`config.mk`:
```
export PLATFORM = sky130hd
export DESIGN_NAME = tmds_tx_soft_reset_control
export DESIGN_NICKNAME = d
export VERILOG_FILES = /design/src/rtl/soft_reset_pkg.sv /design/src/rtl/stability_filter.sv /design/src/rtl/tmds_tx_soft_reset_control.sv
export SDC_FILE = /design/constraint.sdc
export NUM_CORES = 1
export LEC_CHECK = 0
export BUFFER_PORTS_ARGS = -buffer_cell sky130_fd_sc_hd__buf_2
export CAP_MARGIN = 10
export CORE_MARGIN = 3
export CORE_UTILIZATION = 47
export CTS_CLUSTER_DIAMETER = 200
export DETAILED_ROUTE_END_ITERATION = 7
export GPL_ROUTABILITY_DRIVEN = 0
export GPL_TIMING_DRIVEN = 0
export PLACE_DENSITY_LB_ADDON = 0.1
export SYNTH_ARGS = -nofsm -noshare
export SYNTH_HDL_FRONTEND = slang
export SYNTH_HIERARCHICAL = 1
export SYNTH_SLANG_ARGS = --single-unit
```
`constraint.sdc`:
```
create_clock -name clk -period 1.1 [get_ports clk]
set_input_delay 0.22 -clock clk [delete_from_list [all_inputs] [get_ports clk]]
set_output_delay 0.22 -clock clk [all_outputs]
set_load 0.01 [all_outputs]
```
`src/rtl/soft_reset_pkg.sv`:
```
package soft_reset_pkg;
  localparam logic [7:0] SOFT_RESET_OFFSET = 8'h40;
  localparam logic [7:0] INT_STATUS2_OFFSET = 8'h3e;
  localparam logic [7:0] INT_ENABLE2_OFFSET = 8'h3f;
  localparam logic [7:0] SOFT_RESET_RESET = 8'h00;
  localparam logic [7:0] INT_STATUS2_RESET = 8'h00;
  localparam logic [7:0] INT_ENABLE2_RESET = 8'h00;
  localparam int BIT_SW_RESET = 0;
  localparam int BIT_GCP_ENABLE = 2;
  localparam int BIT_CLK_STABLE = 6;
  localparam int BIT_ALT_STABLE = 7;
  localparam int BIT_LINK_STABLE_INT = 0;
  localparam logic [7:0] SOFT_RESET_WMASK = 8'h05;
  localparam logic [7:0] INT_ENABLE2_WMASK = 8'h03;
  localparam logic [7:0] INT_STATUS2_WMASK = 8'h03;
  localparam int STABLE_CYCLES = 16;
endpackage : soft_reset_pkg

```
`src/rtl/stability_filter.sv`:
```
`timescale 1ns/1ps
module stability_filter #(
  parameter int COUNT = 16
) (
  input  wire logic clk,
  input  wire logic rst_n,
  input  wire logic clear,
  input  wire logic lock,
  output logic      stable
);
  localparam int CW = $clog2(COUNT + 1);
  logic [CW-1:0] count;
  wire           done = (count == CW'(COUNT));

  // a zero window would report stability with no lock history at all
  if (COUNT < 1) begin : g_bad_count
    $error("COUNT must be at least one");
  end

  // stability only after lock has held a full window
  always_ff @(posedge clk or negedge rst_n) begin
    if (!rst_n) begin
      count  <= '0;
      stable <= 1'b0;
    end else if (clear || !lock) begin
      count  <= '0;
      stable <= 1'b0;
    end else begin
      if (!done) count <= count + CW'(1);
      stable <= done;
    end
  end
endmodule : stability_filter

```
`src/rtl/tmds_tx_soft_reset_control.sv`:
```
// Function
// - while the reset bit is one all internal sections reset, user registers kept.
// - bit two enables deep colour general control packets.
// - bit six reads one only while the derived link clock is stable.
// - any input_pixel_clock change drops bit six until stability returns.
// - a bit-six change sets pending bit 0x3e[0], reported when 0x3f[0] is set.
// - bit seven reports stability by an alternative check.
// - bit seven changes never set a pending flag or interrupt.
// - pending bits show events even with their enable off.
// - writing one clears a pending bit, writing zero leaves it.
`timescale 1ns/1ps
module tmds_tx_soft_reset_control
  import soft_reset_pkg::*;
#(
  parameter int STABLE_COUNT = STABLE_CYCLES
) (
  input  wire logic       clk,
  input  wire logic       rst_n,
  input  wire logic       reg_wr,
  input  wire logic       reg_rd,
  input  wire logic [7:0] reg_addr,
  input  wire logic [7:0] reg_wdata,
  output logic      [7:0] reg_rdata,
  input  wire logic       pixel_clock_lock,
  input  wire logic       pixel_clock_alt_lock,
  input  wire logic       pixel_clock_change,
  output logic            section_reset,
  output logic            gcp_enable,
  output logic            link_stable_irq
);
  logic       sw_reset;
  logic       gcp_en;
  logic       stable_q;
  logic [7:0] int_status2;
  logic [7:0] int_enable2;
  logic       clk_stable;
  logic       alt_stable;

  // the filters cannot serve an empty stability window
  if (STABLE_COUNT < 1) begin : g_bad_count
    $error("STABLE_COUNT must be at least one");
  end

  wire sel_ctrl = (reg_addr == SOFT_RESET_OFFSET);
  wire sel_stat = (reg_addr == INT_STATUS2_OFFSET);
  wire sel_en   = (reg_addr == INT_ENABLE2_OFFSET);
  wire wr_ctrl  = reg_wr && sel_ctrl;
  wire wr_stat  = reg_wr && sel_stat;
  wire wr_en    = reg_wr && sel_en;

  // bit six and seven come from hardware only; reserved bits stay zero
  wire [7:0] ctrl_view = (8'(alt_stable) << BIT_ALT_STABLE)
                       | (8'(clk_stable) << BIT_CLK_STABLE)
                       | (8'(gcp_en)     << BIT_GCP_ENABLE)
                       | (8'(sw_reset)   << BIT_SW_RESET);
  wire [7:0] next_rdata = sel_ctrl ? ctrl_view :
                          sel_stat ? int_status2 :
                          sel_en   ? int_enable2 : 8'h00;

  // only the main stable bit raises an event; the alternate one never does
  wire stable_edge = (clk_stable != stable_q);
  wire [7:0] event_set = 8'(stable_edge) << BIT_LINK_STABLE_INT;
  wire [7:0] clr_mask = wr_stat ? (reg_wdata & INT_STATUS2_WMASK) : 8'h00;
  // set beats clear so an edge in the clearing cycle is kept
  wire [7:0] next_status = (int_status2 & ~clr_mask) | event_set;
  wire next_irq = |(next_status & int_enable2);

  // index 0 is the main checker, index 1 the alternate one
  wire [1:0] lock_in = {pixel_clock_alt_lock, pixel_clock_lock};
  wire [1:0] stable_vec;
  // pixel clock change restarts the filters, as does soft reset
  wire       filter_clear = pixel_clock_change | sw_reset;

  for (genvar g = 0; g < 2; g++) begin : g_filter
    stability_filter #(.COUNT(STABLE_COUNT)) i_stability_filter (
      .clk    (clk),
      .rst_n  (rst_n),
      .clear  (filter_clear),
      .lock   (lock_in[g]),
      .stable (stable_vec[g])
    );
  end

  assign clk_stable = stable_vec[0];
  assign alt_stable = stable_vec[1];

  always_ff @(posedge clk or negedge rst_n) begin
    if (!rst_n) begin
      sw_reset <= SOFT_RESET_RESET[BIT_SW_RESET];
      gcp_en   <= SOFT_RESET_RESET[BIT_GCP_ENABLE];
    end else if (wr_ctrl) begin
      sw_reset <= reg_wdata[BIT_SW_RESET];
      gcp_en   <= reg_wdata[BIT_GCP_ENABLE];
    end
  end

  // soft reset leaves these user registers intact
  always_ff @(posedge clk or negedge rst_n) begin
    if (!rst_n) begin
      int_enable2 <= INT_ENABLE2_RESET;
    end else if (wr_en) begin
      int_enable2 <= reg_wdata & INT_ENABLE2_WMASK;
    end
  end

  always_ff @(posedge clk or negedge rst_n) begin
    if (!rst_n) begin
      int_status2 <= INT_STATUS2_RESET;
      stable_q    <= 1'b0;
    end else begin
      int_status2 <= next_status;
      stable_q    <= clk_stable;
    end
  end

  always_ff @(posedge clk or negedge rst_n) begin
    if (!rst_n) begin
      reg_rdata       <= 8'h00;
      section_reset   <= 1'b0;
      gcp_enable      <= 1'b0;
      link_stable_irq <= 1'b0;
    end else begin
      if (reg_rd) reg_rdata <= next_rdata;
      section_reset   <= sw_reset;
      gcp_enable      <= gcp_en && !sw_reset;
      link_stable_irq <= next_irq;
    end
  end

  // named views of the pending, enable and write bits of the stable event
  wire pend_bit = int_status2[BIT_LINK_STABLE_INT];
  wire en_bit   = int_enable2[BIT_LINK_STABLE_INT];
  wire clr_bit  = reg_wdata[BIT_LINK_STABLE_INT];

  a_reset_follow: assert property (
    @(posedge clk) disable iff (!rst_n)
    sw_reset |=> section_reset)
    else $error("section reset not following bit zero");

  a_reset_release: assert property (
    @(posedge clk) disable iff (!rst_n)
    !sw_reset |=> !section_reset)
    else $error("section reset held after bit zero cleared");

  a_reset_filters: assert property (
    @(posedge clk) disable iff (!rst_n)
    sw_reset |=> (!clk_stable && !alt_stable))
    else $error("clock checkers not reset by soft reset");

  a_gcp_gate: assert property (
    @(posedge clk) disable iff (!rst_n)
    gcp_enable |-> $past(gcp_en))
    else $error("packets sent without enable");

  a_gcp_on: assert property (
    @(posedge clk) disable iff (!rst_n)
    (gcp_en && !sw_reset) |=> gcp_enable)
    else $error("packets not sent while enabled");

  a_gcp_held: assert property (
    @(posedge clk) disable iff (!rst_n)
    sw_reset |=> !gcp_enable)
    else $error("packets sent during soft reset");

  a_change_drops: assert property (
    @(posedge clk) disable iff (!rst_n)
    pixel_clock_change |=> !clk_stable)
    else $error("stable bit not dropped on clock change");

  a_unlock_low: assert property (
    @(posedge clk) disable iff (!rst_n)
    !pixel_clock_lock |=> !clk_stable)
    else $error("stable shown without lock");

  a_stable_lock: assert property (
    @(posedge clk) disable iff (!rst_n)
    clk_stable |-> $past(pixel_clock_lock))
    else $error("stable shown after an unlocked cycle");

  a_alt_unlock: assert property (
    @(posedge clk) disable iff (!rst_n)
    !pixel_clock_alt_lock |=> !alt_stable)
    else $error("alternate stable shown without lock");

  a_edge_pending: assert property (
    @(posedge clk) disable iff (!rst_n)
    stable_edge |=> pend_bit)
    else $error("stable change lost");

  a_irq_enabled: assert property (
    @(posedge clk) disable iff (!rst_n)
    (pend_bit && en_bit && !wr_stat) |=> link_stable_irq)
    else $error("enabled pending event not reported");

  a_alt_quiet: assert property (
    @(posedge clk) disable iff (!rst_n)
    (!stable_edge && !pend_bit) |=> !pend_bit)
    else $error("pending set without main edge");

  a_clear_one: assert property (
    @(posedge clk) disable iff (!rst_n)
    (wr_stat && clr_bit && !stable_edge) |=> !pend_bit)
    else $error("write one did not clear");

  a_keep_zero: assert property (
    @(posedge clk) disable iff (!rst_n)
    (wr_stat && !clr_bit && pend_bit) |=> pend_bit)
    else $error("write zero cleared a pending bit");

  a_poll_masked: assert property (
    @(posedge clk) disable iff (!rst_n)
    (pend_bit && !en_bit) |=> !link_stable_irq)
    else $error("masked event reported");

  a_poll_shows: assert property (
    @(posedge clk) disable iff (!rst_n)
    (stable_edge && !en_bit) |=> pend_bit)
    else $error("masked event not shown for polling");

  a_reserved_bits_zero: assert property (
    @(posedge clk) disable iff (!rst_n)
    (reg_rd && sel_ctrl) |=> (reg_rdata[5:3] == 3'b000))
    else $error("reserved bits not zero");

  a_stable_read: assert property (
    @(posedge clk) disable iff (!rst_n)
    (reg_rd && sel_ctrl) |=> (reg_rdata[BIT_CLK_STABLE] == $past(clk_stable)))
    else $error("stable bit read not from hardware");

  a_stat_reserved_bits: assert property (
    @(posedge clk) disable iff (!rst_n)
    (reg_rd && sel_stat) |=> (reg_rdata[7:1] == 7'h00))
    else $error("status reserved bits not zero");

  a_en_reserved_bits: assert property (
    @(posedge clk) disable iff (!rst_n)
    (reg_rd && sel_en) |=> (reg_rdata[7:2] == 6'h00))
    else $error("enable reserved bits not zero");

  a_unmapped_zero: assert property (
    @(posedge clk) disable iff (!rst_n)
    (reg_rd && !sel_ctrl && !sel_stat && !sel_en) |=> (reg_rdata == 8'h00))
    else $error("unmapped read not zero");
endmodule : tmds_tx_soft_reset_control

```
Word level (Yosys, flattened, before mapping)

Index checks and enable logic that the tools add are counted.

Multiplexer cells: 10
Reductions and logical operators: 10
Equal/unequal tests: 8
$add $sub $neg: 2
Bitwise operators: 8

Operators by type and width:

| kind                                                             | number |
|---|---|
| 5-bit 2-to-1 mux                                                 | 4 |
| 8-bit by 6-bit == test with 1-bit output (second input constant) | 2 |
| 8-bit 2-to-1 mux                                                 | 2 |
| 8-bit by 1-bit bitwise OR with 8-bit output                      | 2 |
| 5-bit by 1-bit adder with 5-bit output (second input constant)   | 2 |
| 5-bit == test (second input constant)                            | 2 |
| 8-bit by 2-bit bitwise AND with 8-bit output                     | 1 |
| 8-bit bitwise AND                                                | 1 |
| 8-bit by 7-bit == test with 1-bit output (second input constant) | 1 |
| 2-bit inverter with 8-bit output                                 | 1 |
| 8-bit by 3-bit bitwise OR with 8-bit output                      | 1 |
| 8-bit by 7-bit bitwise OR with 8-bit output                      | 1 |
| 8-bit OR reduction                                               | 1 |
| 1-bit logical AND                                                | 4 |
| 2-bit 2-to-1 mux                                                 | 2 |
| 2-bit != test (second input constant)                            | 2 |
| 1-bit zero test                                                  | 3 |
| 1-bit logical OR                                                 | 2 |
| 1-bit 2-to-1 mux                                                 | 2 |
| 1-bit != test                                                    | 1 |
| 1-bit bitwise OR                                                 | 1 |

Logic and storage cells: 51
Output and inout bits: 11
Flip-flop bits (word level): 36

Depth between registers and ports, before layout

Word-level depth: 8
Depth in mapped cells: 5

By module

The synthesis kept the hierarchy.

By module, submodules not included:

| module                     | times used | area each (um^2) | cells an instance | sequential area each (um^2) |
|---|---|---|---|---|
| tmds_tx_soft_reset_control | 1          | 726.9            | 64                | 375.4 |
| stability_filter           | 2          | 311.5            | 29                | 150.1 |

Worst setup path before layout

OpenSTA, ideal clock, no wires.

Path type: register to register
From: reg sw_reset
To: reg g_filter[0].i_stability_filter.count[2]
Data required time: 1029 ps
Path slack: -114 ps
Arrival: 1142 ps
Cell stages (with the launch flop): 5
Setup time: 71 ps
Cell sequence: dfrtp_1 or2_2 nand2b_1 nand2b_1 nor2_1

Cells in the longest elaborated chain, start to end: 3

Ends and longest elaborated chain:

| what                                                               | RTL line                         | text |
|---|---|---|
| start, declared                                                    | tmds_tx_soft_reset_control.sv:31 | `logic sw_reset;` |
| start signal, assigned                                             | tmds_tx_soft_reset_control.sv:89 | `sw_reset <= SOFT_RESET_RESET[BIT_SW_RESET];` |
| start signal, assigned                                             | tmds_tx_soft_reset_control.sv:92 | `sw_reset <= reg_wdata[BIT_SW_RESET];` |
| 1-bit bitwise OR (*)                                               | tmds_tx_soft_reset_control.sv:72 | `wire filter_clear = pixel_clock_change \| sw_reset;` |
| via filter_clear                                                   | tmds_tx_soft_reset_control.sv:72 |  |
| 1-bit logical OR (*)                                               | stability_filter.sv:25           | `end else if (clear \|\| !lock) begin` |
| 2-bit != test (no line) / 5-bit 2-to-1 mux (equally long branches) | n/a                              |  |
| end signal, assigned                                               | stability_filter.sv:29           | `if (!done) count <= count + CW'(1);` |
| end, declared                                                      | stability_filter.sv:12           | `logic [CW-1:0] count;` |

Mark *: on every way through the listed nets, which the timed path passes. The rest lies on a longest branch.
A chain may end at the register's enable or synchronous reset.

Worst setup path after layout

From: reg g_filter[0].i_stability_filter.count[0]
To: reg g_filter[0].i_stability_filter.count[0]

Cells in the longest elaborated chain, start to end: 3

Ends and longest elaborated chain:

| what                                   | RTL line |
|---|---|
| 5-bit by 1-bit adder with 5-bit output | stability_filter.sv:29 |
| 5-bit 2-to-1 mux                       | stability_filter.sv:29 |
| 5-bit 2-to-1 mux                       | stability_filter.sv:25 |

Several ways; a longest one is shown, not always the timed one. The select of a mux whose other input is x is not followed.

==> impl_metrics.toml <==
[drt]
drtIter0Drc = 36
met2_length_um = 1470
routed-via-count = 1016
top_layer_used = "met4"
vias_per_cell = 5.16
first_pass_iters = 4
ant_nets = 0
wl_met3_um = 149
wire_per_inst_um = 14.6
met1_length_um = 1180
wl_um = 2870
drc = 0

[die]
core_region_area_um2 = 2610
io_pins = 34
start_util_pct = 51.7
die_x_um = 59.6
die_y_um = 59.6
rows = 18
die_area_um2 = 3550

[cells_and_area]
area_growth_pct = 35.9
insertedDiodeCount = 0
layout_common_cells = "dfrtp_1, buf_2, buf_4"
layout_commonest_cell = "dfrtp_1"
fin_nets = 195
drive_gt1_share_pct = 50.3

[sta]
rsz0062_at_grt = "true"
hold_viol_final = 0
min_period_ns = 1.17
fin_crit_sh_pct = 106
fin_skew_ns = 0.00899
clock.fmax_ghz = 0.858
fin_ws_ns = -0.0661
worst_pin_slew_ns = 0.592
tns_ns = -0.372
slew_headroom_pct = 60.5
setup_viol_count_final = 12
hold_ws_ns = 0.105
drv_slew = 0

[status]
violations = "negative setup slack"
status = "finished with violations"

[synthesis]
ys_ff_latch = 27
syn_inst = 122
synth_area_leaders = "dfrtp_1, inv_1, ha_1, mux2_1, xor2_1"
yosysTopAreaCellShare_pct = 50.0
yosys_warnings = 6
synth_seq_area_share_pct = 50.0
avgSynthCellArea_um2 = 11.1
synth_top_area_cell = "dfrtp_1"
syn_area_um2 = 1350
synth.distinct_cells = 32

[clock_network]
clk_pin_slew_ns = 0.15
clock_sinks = 27
clk_latency_ns = 0.33
htree_levels = 1
root_buffer = "clkbuf_4"
clockBufferDepth = 2
cts_tree = "built"
cts_buffers = 3

[placed_design]
io_buffers = 24
dp_worst_setup_slack_ns = -0.205
post-dp-hpwl_um = 1900

[critical_path]
start_kind = "flop"
cp_max_fo = 3
cp_cell_sequence = "inv_2 > ha_4 > and4bb_1 > nor2_1 > nor3_2"
critPathMaxStageDelay_ns = 0.41
end_kind = "flop"
arrival_ns = 1.40
critPathKind = "flop to flop"
cp_slowest_cell = "dfrtp_1"
path_delay_family = "flip-flops"
crit_required_ns = 1.33
critPathBufInv = 1

[global_routing]
antenna_found_initial = 0
grt_pass1_wl_um = 4810
grt_util_all_layers_pct = 18.5
overflow = 0
grt_max_degree = 28
grt_pass1_vias = 1102

[power]
seqPwrFrac_pct = 59.7
p_sw_share_pct = 25.9
power_density_nw_per_um2 = 941
switching_power_mw = 0.446
vdd_drop_max_mv = 0.965
comb_power_share_pct = 14.8
leakage_nw = 0.841
internal-power_mw = 1.28
power_frac_clock_pct = 25.4

[worst_hold_path]
hold_path.class = "input pin to flop"

[run]
drv_cap = 0
==> kinds of logic after synthesis <==
kind of cell / synth area share [%]
xor+xnor: 4.54
fa+ha+maj: 3.71
buf+inv: 5.84
simple gates: 24.8
other cells: 0.278
mux: 5.00
compound gates: 5.75
flops: 50.0
==> flip-flops by register name, indices dropped and copies added, names as in the netlist <==
register                            count
g_filter.i_stability_filter/stable      2
link_stable_irq                         1
g_filter.i_stability_filter/count      10
sw_reset                                1
int_status2                             2
section_reset                           1
int_enable2                             2
stable_q                                1
reg_rdata                               5
gcp_en                                  1
gcp_enable                              1
==> repair_timing <==
| action | in CTS | in global routing |
|---|---|---|
| pin swaps | 10 | 2 |
| endpoints found under the hold margin | 27 | 0 |
| buffers inserted | 12 | 2 |
| hold buffers | 1 | 0 |
| resized for setup | 14 | 15 |
| setup endpoints to repair | 16 | 19 |
==> synthesized netlist by cell type <==
library cell	count
a21oi_2	2
and4bb_1	2
buf_4	3
clkbuf_1	1
conb_1	1
dfrtp_1	27
ha_1	4
inv_1	14
mux2_1	4
mux2_2	2
nand2_1	7
nand2b_1	5
nand3_1	6
nand3_2	1
nand3b_1	2
nand4_1	1
nand4bb_1	1
nand4bb_2	2
nor2_1	11
nor2_2	2
nor3_2	3
nor4_1	1
nor4_4	1
nor4b_4	1
o21ai_0	1
o221ai_1	1
o22ai_1	5
o31ai_1	2
or2_1	1
or2_2	1
xnor2_1	2
xor2_1	5
==> power groups by stage <==
stage / combinational [mW] / clock (mW) / sequential, mW
floorplan: 0.0976 / 0 / 1.05
global placement: 0.182 / 0 / 1.05
detailed placement: 0.187 / 0 / 1.05
CTS: 0.242 / 0.452 / 1.03
global route: 0.279 / 0.493 / 1.03
finish: 0.256 / 0.439 / 1.03
==> path summary, 6_finish.rpt <==
check	from	endpoint	slack, ns	cells after the start
min reg2reg	g_filter[0].i_stability_filter/stable	stable_q	0.46	0
max in group asynchronous	rst_n	sw_reset	0.28	2
min	reg_wdata[2]	gcp_en	0.11	2
max	g_filter[0].i_stability_filter/count[0]	g_filter[0].i_stability_filter/count[0]	-0.07	5
max reg2reg	g_filter[0].i_stability_filter/count[0]	g_filter[0].i_stability_filter/count[0]	-0.07	5
min in group asynchronous	rst_n	g_filter[0].i_stability_filter/stable	0.41	2
==> worst reg2reg max path: cells and delay by family, from the launching register on <==
kind,cells,cell delay (ns)
fa+ha+maj,1,0.18
simple gates,3,0.41
buf+inv,1,0.07
flops,1,0.41
==> area by class of cell <==
type / count / area (µm²)
fill: 218 / 778
multi-input combinational: 79 / 764
sequential: 27 / 677
timing repair buffer: 39 / 246
inverter: 14 / 52.6
tap: 30 / 37.5
buffer: 4 / 26.3
clock buffer: 3 / 22.5
clock inverter: 1 / 7.51
==> metal layers <==
layer	vias up	global-route usage (%)
li1	494	-
met1	489	20.6
met2	29	33.2
met3	4	2.83
met4	0	10.4
met5	-	0
==> per-stage QoR <==
stage	area, µm²	power [mW]	util [%]	cells
after floorplan	1400	1.15	-	124
after global placement	1550	1.23	59.5	178
after detailed placement	1550	1.24	59.5	178
after CTS	1760	1.72	67.3	195
after global routing	1830	1.81	70.2	197
final	1830	1.73	70.2	197
No activity file was read; power rests on OpenSTA's default activity.
